**src/hw/pso_pkg.sv**
```systemverilog
// constants and types of the output-on and standby sequencer
package pso_pkg;
  localparam int unsigned CLK_HZ = 20000000;
  localparam int unsigned CYC_PER_MS = CLK_HZ / 1000;
  // least main power-up delay after the on request
  localparam int unsigned ON_DLY_MS = 5;
  // least output-good delay after the outputs settle
  localparam int unsigned PWOK_DLY_MS = 100;
  // standby turn-off delays per position
  localparam int unsigned PARK_DLY1_MS = 800;
  localparam int unsigned PARK_DLY2_MS = 600;
  localparam int unsigned PARK_DLY3_MS = 400;
  // indicator blink half period
  localparam int unsigned BLINK_MS = 250;
  localparam int unsigned TMR_W = 32;

  // power management bus command code of the role register
  localparam logic [7:0] ROLE_CMD = 8'hD0;
  localparam logic [7:0] ROLE_RESET = 8'h00;
  localparam logic [7:0] ROLE_STD = 8'h00;
  localparam logic [7:0] ROLE_ACTIVE = 8'h01;
  localparam logic [7:0] ROLE_STBY1 = 8'h02;
  localparam logic [7:0] ROLE_STBY2 = 8'h03;
  localparam logic [7:0] ROLE_STBY3 = 8'h04;
  localparam logic [7:0] ROLE_STBY4 = 8'h05;

  // load-share levels below which a standby position may park
  localparam logic [7:0] WAKE_THR1 = 8'h40;
  localparam logic [7:0] WAKE_THR2 = 8'h60;
  localparam logic [7:0] WAKE_THR3 = 8'h80;

  typedef enum logic [1:0] {
    ST_OFF = 2'b00,
    ST_RAMP = 2'b01,
    ST_ON = 2'b10,
    ST_PARK = 2'b11
  } pso_state_type;
endpackage

```
**src/hw/pso_sequencer.sv**
```systemverilog
// on request, output-good and standby role sequencing
`timescale 1ns/1ns
module pso_sequencer #(
  parameter int unsigned ON_DLY_CYC = pso_pkg::ON_DLY_MS * pso_pkg::CYC_PER_MS,
  parameter int unsigned PWOK_DLY_CYC = pso_pkg::PWOK_DLY_MS * pso_pkg::CYC_PER_MS,
  parameter int unsigned PARK1_CYC = pso_pkg::PARK_DLY1_MS * pso_pkg::CYC_PER_MS,
  parameter int unsigned PARK2_CYC = pso_pkg::PARK_DLY2_MS * pso_pkg::CYC_PER_MS,
  parameter int unsigned PARK3_CYC = pso_pkg::PARK_DLY3_MS * pso_pkg::CYC_PER_MS,
  parameter int unsigned BLINK_CYC = pso_pkg::BLINK_MS * pso_pkg::CYC_PER_MS
) (
  input wire logic clk,
  input wire logic rst,
  input wire logic main_on_request_pin_n,
  input wire logic outputs_in_reg,
  input wire logic current_limit,
  input wire logic input_power_lost,
  input wire logic fault,
  input wire logic warning,
  input wire logic redundancy_wake_n,
  input wire logic wake_line_in,
  output logic wake_line_oe,
  input wire logic redundancy_ok_n_in,
  output logic redundancy_ok_n_oe,
  input wire logic [7:0] load_share_level,
  input wire logic cmd_valid,
  input wire logic cmd_write,
  input wire logic [7:0] cmd_code,
  input wire logic [7:0] cmd_wdata,
  output logic cmd_ack,
  output logic cmd_nak,
  output logic [7:0] cmd_rdata,
  output logic main_rail_en,
  output logic power_good,
  output logic fan_run,
  output logic status_fault,
  output logic led_green,
  output logic led_amber,
  output logic [7:0] standby_role_select
);
  import pso_pkg::*;

  function automatic logic is_standby(input logic [7:0] r);
    is_standby = (r >= ROLE_STBY1) && (r <= ROLE_STBY4);
  endfunction

  // later-waking positions need more load before they come back
  function automatic logic [7:0] wake_thr(input logic [7:0] r);
    case (r)
      ROLE_STBY1: wake_thr = WAKE_THR1;
      ROLE_STBY2: wake_thr = WAKE_THR2;
      default: wake_thr = WAKE_THR3;
    endcase
  endfunction

  pso_state_type state;
  pso_state_type next_state;
  logic [TMR_W-1:0] park_lim;
  logic on_done;
  logic pwok_done;
  logic park_done;
  logic blink_done;
  logic blink;
  logic next_blink;
  logic park_ok;
  logic req;
  logic [7:0] next_role;
  logic next_ack;
  logic next_nak;
  logic [7:0] next_rdata;
  logic next_rail;
  logic next_pwok;
  logic next_fan;
  logic next_sfault;
  logic next_green;
  logic next_amber;
  logic next_wake_oe;
  logic next_rok_oe;

  assign req = !main_on_request_pin_n;

  always_comb begin
    case (standby_role_select)
      ROLE_STBY1: park_lim = TMR_W'(PARK1_CYC);
      ROLE_STBY2: park_lim = TMR_W'(PARK2_CYC);
      default: park_lim = TMR_W'(PARK3_CYC);
    endcase
  end

  // all park conditions held together; load below position level
  assign park_ok = req && redundancy_wake_n && is_standby(standby_role_select)
    && wake_line_in && redundancy_ok_n_in && !fault && !input_power_lost
    && (load_share_level < wake_thr(standby_role_select));

  pso_timer u_on_tmr (
    .clk(clk),
    .rst(rst),
    .run(state == ST_RAMP),
    .limit(TMR_W'(ON_DLY_CYC)),
    .done(on_done)
  );

  // delay start held off while any output is in current limit
  pso_timer u_pwok_tmr (
    .clk(clk),
    .rst(rst),
    .run(state == ST_ON && outputs_in_reg && !current_limit && !power_good),
    .limit(TMR_W'(PWOK_DLY_CYC)),
    .done(pwok_done)
  );

  pso_timer u_park_tmr (
    .clk(clk),
    .rst(rst),
    .run(state == ST_ON && power_good && park_ok),
    .limit(park_lim),
    .done(park_done)
  );

  pso_timer u_blink_tmr (
    .clk(clk),
    .rst(rst),
    .run(!blink_done),
    .limit(TMR_W'(BLINK_CYC)),
    .done(blink_done)
  );

  always_comb begin
    next_state = state;
    case (state)
      ST_OFF: begin
        if (req && !fault) begin
          next_state = ST_RAMP;
        end
      end
      ST_RAMP: begin
        if (on_done) begin
          next_state = ST_ON;
        end
      end
      ST_ON: begin
        if (park_done && park_ok) begin
          next_state = ST_PARK;
        end
      end
      ST_PARK: begin
        // any other lost condition wakes at once, no delay; loss of req or a fault goes to ST_OFF
        if (!park_ok) begin
          next_state = ST_ON;
        end
      end
      default: next_state = ST_OFF;
    endcase
    if (!req || fault) begin
      next_state = ST_OFF;
    end
  end

  always_comb begin
    next_role = standby_role_select;
    next_ack = 1'b0;
    next_nak = 1'b0;
    next_rdata = cmd_rdata;
    if (cmd_valid) begin
      if (cmd_code == ROLE_CMD) begin
        next_ack = 1'b1;
        if (cmd_write) begin
          next_role = cmd_wdata;
        end else begin
          next_rdata = standby_role_select;
        end
      end else begin
        next_nak = 1'b1;
        next_rdata = 8'h00;
      end
    end
    // fault beats a same-cycle write
    if (fault) begin
      next_role = ROLE_RESET;
    end
  end

  always_comb begin
    next_rail = (next_state == ST_ON);
    next_pwok = power_good;
    if (next_state == ST_OFF || next_state == ST_RAMP) begin
      next_pwok = 1'b0;
    end else if (input_power_lost) begin
      next_pwok = 1'b0;
    end else if (next_state == ST_PARK) begin
      next_pwok = 1'b1;
    end else if (!outputs_in_reg) begin
      next_pwok = 1'b0;
    end else if (pwok_done && !current_limit) begin
      next_pwok = 1'b1;
    end
    next_fan = (next_state != ST_OFF);
    next_sfault = fault && (state != ST_PARK);
    next_blink = blink_done ? !blink : blink;
    if (next_state == ST_PARK) begin
      next_green = blink && !warning;
      next_amber = blink && warning;
    end else begin
      next_green = (next_state == ST_ON) && !warning && !fault;
      next_amber = warning || fault;
    end
    // default role holds the shared line low so nobody parks
    next_wake_oe = (next_role == ROLE_STD) && req;
    // a parked warning must not wake its own supply
    next_rok_oe = fault || (warning && state != ST_PARK);
  end

  always_ff @(posedge clk) begin
    if (rst) begin
      state <= ST_OFF;
      standby_role_select <= ROLE_RESET;
      cmd_ack <= 1'b0;
      cmd_nak <= 1'b0;
      cmd_rdata <= 8'h00;
      main_rail_en <= 1'b0;
      power_good <= 1'b0;
      fan_run <= 1'b0;
      status_fault <= 1'b0;
      blink <= 1'b0;
      led_green <= 1'b0;
      led_amber <= 1'b0;
      wake_line_oe <= 1'b0;
      redundancy_ok_n_oe <= 1'b0;
    end else begin
      state <= next_state;
      standby_role_select <= next_role;
      cmd_ack <= next_ack;
      cmd_nak <= next_nak;
      cmd_rdata <= next_rdata;
      main_rail_en <= next_rail;
      power_good <= next_pwok;
      fan_run <= next_fan;
      status_fault <= next_sfault;
      blink <= next_blink;
      led_green <= next_green;
      led_amber <= next_amber;
      wake_line_oe <= next_wake_oe;
      redundancy_ok_n_oe <= next_rok_oe;
    end
  end

  a_rail_release: assert property (@(posedge clk) disable iff (rst)
    main_on_request_pin_n |=> !main_rail_en)
    else $error("main rail still on after release");
  a_pwok_release: assert property (@(posedge clk) disable iff (rst)
    main_on_request_pin_n |=> !power_good)
    else $error("output-good still high after release");
  a_rail_min_delay: assert property (@(posedge clk) disable iff (rst)
    (state == ST_OFF) ##1 (state == ST_RAMP) |-> !main_rail_en [*2])
    else $error("main rail rose without delay");
  a_pwok_cause: assert property (@(posedge clk) disable iff (rst)
    $rose(power_good) && $past(state) == ST_ON |-> $past(pwok_done) && $past(outputs_in_reg))
    else $error("output-good rose without settled delay");
  a_pwok_loss: assert property (@(posedge clk) disable iff (rst)
    input_power_lost |=> !power_good)
    else $error("output-good high after input loss");
  a_climit_hold: assert property (@(posedge clk) disable iff (rst)
    current_limit && !power_good |=> !power_good)
    else $error("output-good rose during current limit");
  a_role_fault: assert property (@(posedge clk) disable iff (rst)
    fault |=> standby_role_select == ROLE_STD)
    else $error("role not reset on fault");
  a_park_role: assert property (@(posedge clk) disable iff (rst)
    state == ST_PARK |-> $past(is_standby(standby_role_select) && req && redundancy_wake_n))
    else $error("parked with wrong role or no request");
  a_park_hold: assert property (@(posedge clk) disable iff (rst)
    state == ST_PARK |-> power_good && fan_run && !main_rail_en)
    else $error("parked outputs wrong");
  a_park_wake: assert property (@(posedge clk) disable iff (rst)
    state == ST_PARK && !wake_line_in && !fault && req |=> main_rail_en && state == ST_ON)
    else $error("parked supply did not wake");
  a_rok_fault: assert property (@(posedge clk) disable iff (rst)
    fault |=> redundancy_ok_n_oe)
    else $error("redundancy-ok not pulled on fault");
  a_std_block: assert property (@(posedge clk) disable iff (rst)
    standby_role_select == ROLE_STD && $past(req) |-> wake_line_oe)
    else $error("default role not holding wake line");

  c_park: cover property (@(posedge clk) disable iff (rst) $rose(state == ST_PARK));
  c_pwok: cover property (@(posedge clk) disable iff (rst) $rose(power_good));
  c_role_wr: cover property (@(posedge clk) disable iff (rst) cmd_valid && cmd_write && cmd_code == ROLE_CMD);
  c_wake: cover property (@(posedge clk) disable iff (rst) state == ST_PARK ##1 state == ST_ON);
endmodule // pso_sequencer

```
**src/hw/pso_timer.sv**
```systemverilog
// restartable millisecond delay counter
`timescale 1ns/1ns
module pso_timer (
  input wire logic clk,
  input wire logic rst,
  input wire logic run,
  input wire logic [pso_pkg::TMR_W-1:0] limit,
  output logic done
);
  import pso_pkg::*;
  logic [TMR_W-1:0] cnt;
  logic [TMR_W-1:0] next_cnt;
  logic next_done;

  always_comb begin
    next_cnt = cnt;
    next_done = done;
    if (!run) begin
      // dropping the condition restarts the count
      next_cnt = '0;
      next_done = 1'b0;
    end else if (cnt >= limit - 1) begin
      next_done = 1'b1;
    end else begin
      next_cnt = cnt + 1'b1;
    end
  end

  always_ff @(posedge clk) begin
    if (rst) begin
      cnt <= '0;
      done <= 1'b0;
    end else begin
      cnt <= next_cnt;
      done <= next_done;
    end
  end
endmodule // pso_timer

```
**config.mk**
```make
export PLATFORM = sky130hd
export DESIGN_NAME = pso_sequencer
export DESIGN_NICKNAME = d
export VERILOG_FILES = /design/src/hw/pso_pkg.sv /design/src/hw/pso_sequencer.sv /design/src/hw/pso_timer.sv
export SDC_FILE = /design/constraint.sdc
export NUM_CORES = 1
export LEC_CHECK = 0
export ABC_AREA = 1
export BUFFER_PORTS_ARGS = -buffer_cell sky130_fd_sc_hd__buf_2
export CORE_ASPECT_RATIO = 0.75
export CORE_MARGIN = 5
export CORE_UTILIZATION = 65
export CTS_CLUSTER_SIZE = 28
export DETAILED_ROUTE_END_ITERATION = 10
export PLACE_DENSITY = 0.95
export SETUP_SLACK_MARGIN = 0.15
export SKIP_CTS_REPAIR_TIMING = 1
export SYNTH_ARGS = -nofsm -noshare
export SYNTH_HDL_FRONTEND = slang
export SYNTH_SLANG_ARGS = --single-unit
```
**constraint.sdc**
```tcl
create_clock -name clk -period 7.3 [get_ports clk]
set_input_delay 2.19 -clock clk [delete_from_list [all_inputs] [get_ports clk]]
set_output_delay 2.19 -clock clk [all_outputs]
set_load 0.01 [all_outputs]
```
==> summary.txt <==
Die
  – Starting density of the core: 0.664
  – # rows: 35
  – Core footprint: 0.0123 mm^2
  – Number of I/O pins: 63
  – Die Wd: 139 um
  – Die Area: 0.0149 mm^2
  – Die height: 107 um

Route
  – Vias: 7881
  – DRC: 0
  – DRT Pass-1 Iters: 7
  – Detailed-route wire length: 19500 um
  – ANT nets after route: 0
  – Via density: 5.54
  – Detailed Route Iter0 Violations: 755
  – Drt wl/cell: 13.7 um

Hold path
  – Worst hold path type: reg -> reg

Logic synthesis
  – Yosys cell types: 37
  – Post-synthesis cell area: 0.00815 mm^2
  – Seq/Total Area, Yosys: 0.396
  – Syn Nets: 1252
  – Mean Syn Cell Area: 6.80 um^2
  – Async set-reset flop share out of synthesis: 0
  – Commonest register cell after synthesis: dfxtp_1
  – Post-Syn Instances: 1197
  – EDFF count, synth: 0
  – #FFs+latches synth: 161
  – Yosys warnings: 0

Global routing
  – Initial antenna violation count: 0
  – Largest net degree at the start of global routing: 34
  – First-pass GRT wire length: 33400 um
  – Vias in the first global route: 7426
  – GRT Overall Usage: 0.266
  – Global route total overflow: 0

Power and ir drop
  – Int Pwr: 0.00138 W
  – P per Cell Area: 200 mW/mm^2
  – Sequential share of power: 0.488
  – LEAKAGE: 3.63 nW
  – Switching Fraction: 0.238
  – Clock Power Share: 0.493
  – Comb power frac: 0.019
  – Switching pwr: 0.000432 W
  – Peak supply drop: 0.000164 V

Clock network
  – Bufs on Longest Clock Path: 2
  – Clock Latency Late Sink: 0.43 ns
  – Htree depth: 4
  – # clock sinks: 161
  – Worst-path clk slew: 0.06 ns
  – TritonCTS clock tree: yes
  – Root Driver: clkbuf_16
  – CTS Buf Count: 17

Flow run
  – Max-cap violations: 0

STA
  – Final setup TNS: 0 ns
  – Relative slew slack: 0.285
  – Clock Skews: 0.00834 ns
  – Final hold slack: 0.427 ns
  – Endpoints failing hold: 0
  – Maximum clock rate: 0.262 GHz
  – Part of the cycle the worst path needs: 0.522
  – Slew @ Worst Pin: 1.06 ns
  – Slew Limit Fails: 0
  – Setup violations, final: 0
  – Worst Slack Setup Final: 3.49 ns
  – RSZ-0062 raised after global routing: no
  – Post-layout minimum cycle time: 3.81 ns

Cells and area
  – Most frequent cells in the layout: nand2_1 (294), nor2_1 (180), inv_1 (173)
  – Share of cells above drive strength 1: 0.0852
  – Area grow syn2layout: 11.1%
  – Most common cell after layout, fill and taps aside: nand2_1
  – Antenna diode count: 0
  – Final Util: 0.738
  – Final net count: 1298

Placed design
  – GP Congestion: 0.930
  – Place WS: 3.17 ns
  – Hpwl dp: 12900 um
  – Number of port buffers: 57

Worst setup path
  – Setup CP Type: in -> reg
  – Worst-path maximum fanout: 25
  – Critical path startpoint category: primary input
  – Critical Path RT: 7.64 ns
  – Worst endpoint data arrival time: 4.15 ns
  – Crit end category: register

Outcome
  – Status: completed
flip-flops by register name, indices dropped and copies added (netlist names):
name	cells
blink	1
cmd_ack	1
cmd_nak	1
cmd_rdata	8
fan_run	1
led_amber	1
led_green	1
main_rail_en	1
power_good	1
redundancy_ok_n_oe	1
standby_role_select	8
state	2
status_fault	1
u_blink_tmr.cnt	32
u_blink_tmr.done	1
u_on_tmr.cnt	32
u_on_tmr.done	1
u_park_tmr.cnt	32
u_park_tmr.done	1
u_pwok_tmr.cnt	32
u_pwok_tmr.done	1
wake_line_oe	1
cells in the mapped netlist (2+ instances only):
cell type  instances  area [um^2]
nand2_1          294         1100
nor2_1           180          676
inv_1            173          649
dfxtp_1          161         3220
a21oi_1           79          395
nand3_1           69          345
nand4_1           40          250
xor2_1            32          280
nor3_1            27          135
o21ai_0           27          135
xnor2_1           23          201
ha_1              18          225
clkbuf_1          11         41.3
buf_2             10         50.1
nand3b_1           5         37.5
nor3b_1            5         37.5
o21ai_1            5         25.0
a21oi_2            4         35.0
buf_6              4         45.0
nor4_1             4         25.0
inv_2              3         11.3
o21bai_1           3         22.5
buf_4              2         15.0
buf_8              2         30.0
nand2_4            2         22.5
nand3_2            2         20.0
nor2_4             2         22.5
routing by layer:
| layer | track usage | vias up | part of all wire |
|---|---|---|---|
| met5 | 0 | - | 0 |
| met4 | 0.110 | 0 | 0.028 |
| met3 | 0.0553 | 56 | 0.082 |
| met2 | 0.451 | 372 | 0.46 |
| met1 | 0.332 | 3592 | 0.43 |
| li1 | - | 3861 | - |
worst max-delay path, stage by stage:
cell      delay (ns)
buf_2           0.11
ha_1            0.20
nor3b_1         0.18
nand3_1         0.10
nor2_1          0.15
nand2_1         0.11
nor2_4          0.44
clkinv_1        0.43
a21oi_1         0.24
metrics by stage:
| step | total power (W) | cells | area [um^2] |
|---|---|---|---|
| 2_1_floorplan | 0.000923 | 1197 | 8150 |
| 3_3_place_gp | 0.000938 | 1390 | 8450 |
| 3_5_place_dp | 0.000939 | 1390 | 8450 |
| 4_1_cts | 0.00182 | 1422 | 9050 |
| 5_1_grt | 0.00186 | 1422 | 9050 |
| 6_report | 0.00181 | 1422 | 9050 |
path summary, 6_finish.rpt:
kind,start,depth (start not counted),slack [ns],end
max,load_share_level[7],9,3.49,u_park_tmr.cnt[24]
min reg2reg,u_blink_tmr.cnt[31],2,0.43,u_blink_tmr.cnt[31]
max reg2reg,standby_role_select[6],18,3.65,u_park_tmr.cnt[24]
min,u_blink_tmr.cnt[31],2,0.43,u_blink_tmr.cnt[31]
power by group through the flow:
| stage | logic [W] | registers [W] | clock network, W |
|---|---|---|---|
| finish | 0.0000351 | 0.000885 | 0.000894 |
| global route | 0.0000391 | 0.000885 | 0.000939 |
| CTS | 0.0000345 | 0.000885 | 0.000898 |
| detailed placement | 0.0000339 | 0.000905 | 0 |
| global placement | 0.0000330 | 0.000905 | 0 |
| floorplan | 0.0000175 | 0.000905 | 0 |
final cells by class:
type                       count  area (um^2)
tap                          166          208
fill                         874         3210
timing repair buffer          57          285
clock buffer                  17          425
clock inverter                15          170
sequential                   161         3220
inverter                     177          664
multi-input combinational    829         4070
cells by family after synthesis:
group                      synth area share
adders and majority gates            0.0277
xor gates and xnor gates             0.0591
and+or+nand+nor                       0.337
other                              0.000460
buffers and inverters                 0.104
DFF                                   0.396
AOI/OAI and AO/OA                    0.0762
Note: power is estimated with default switching activity, not from simulation.
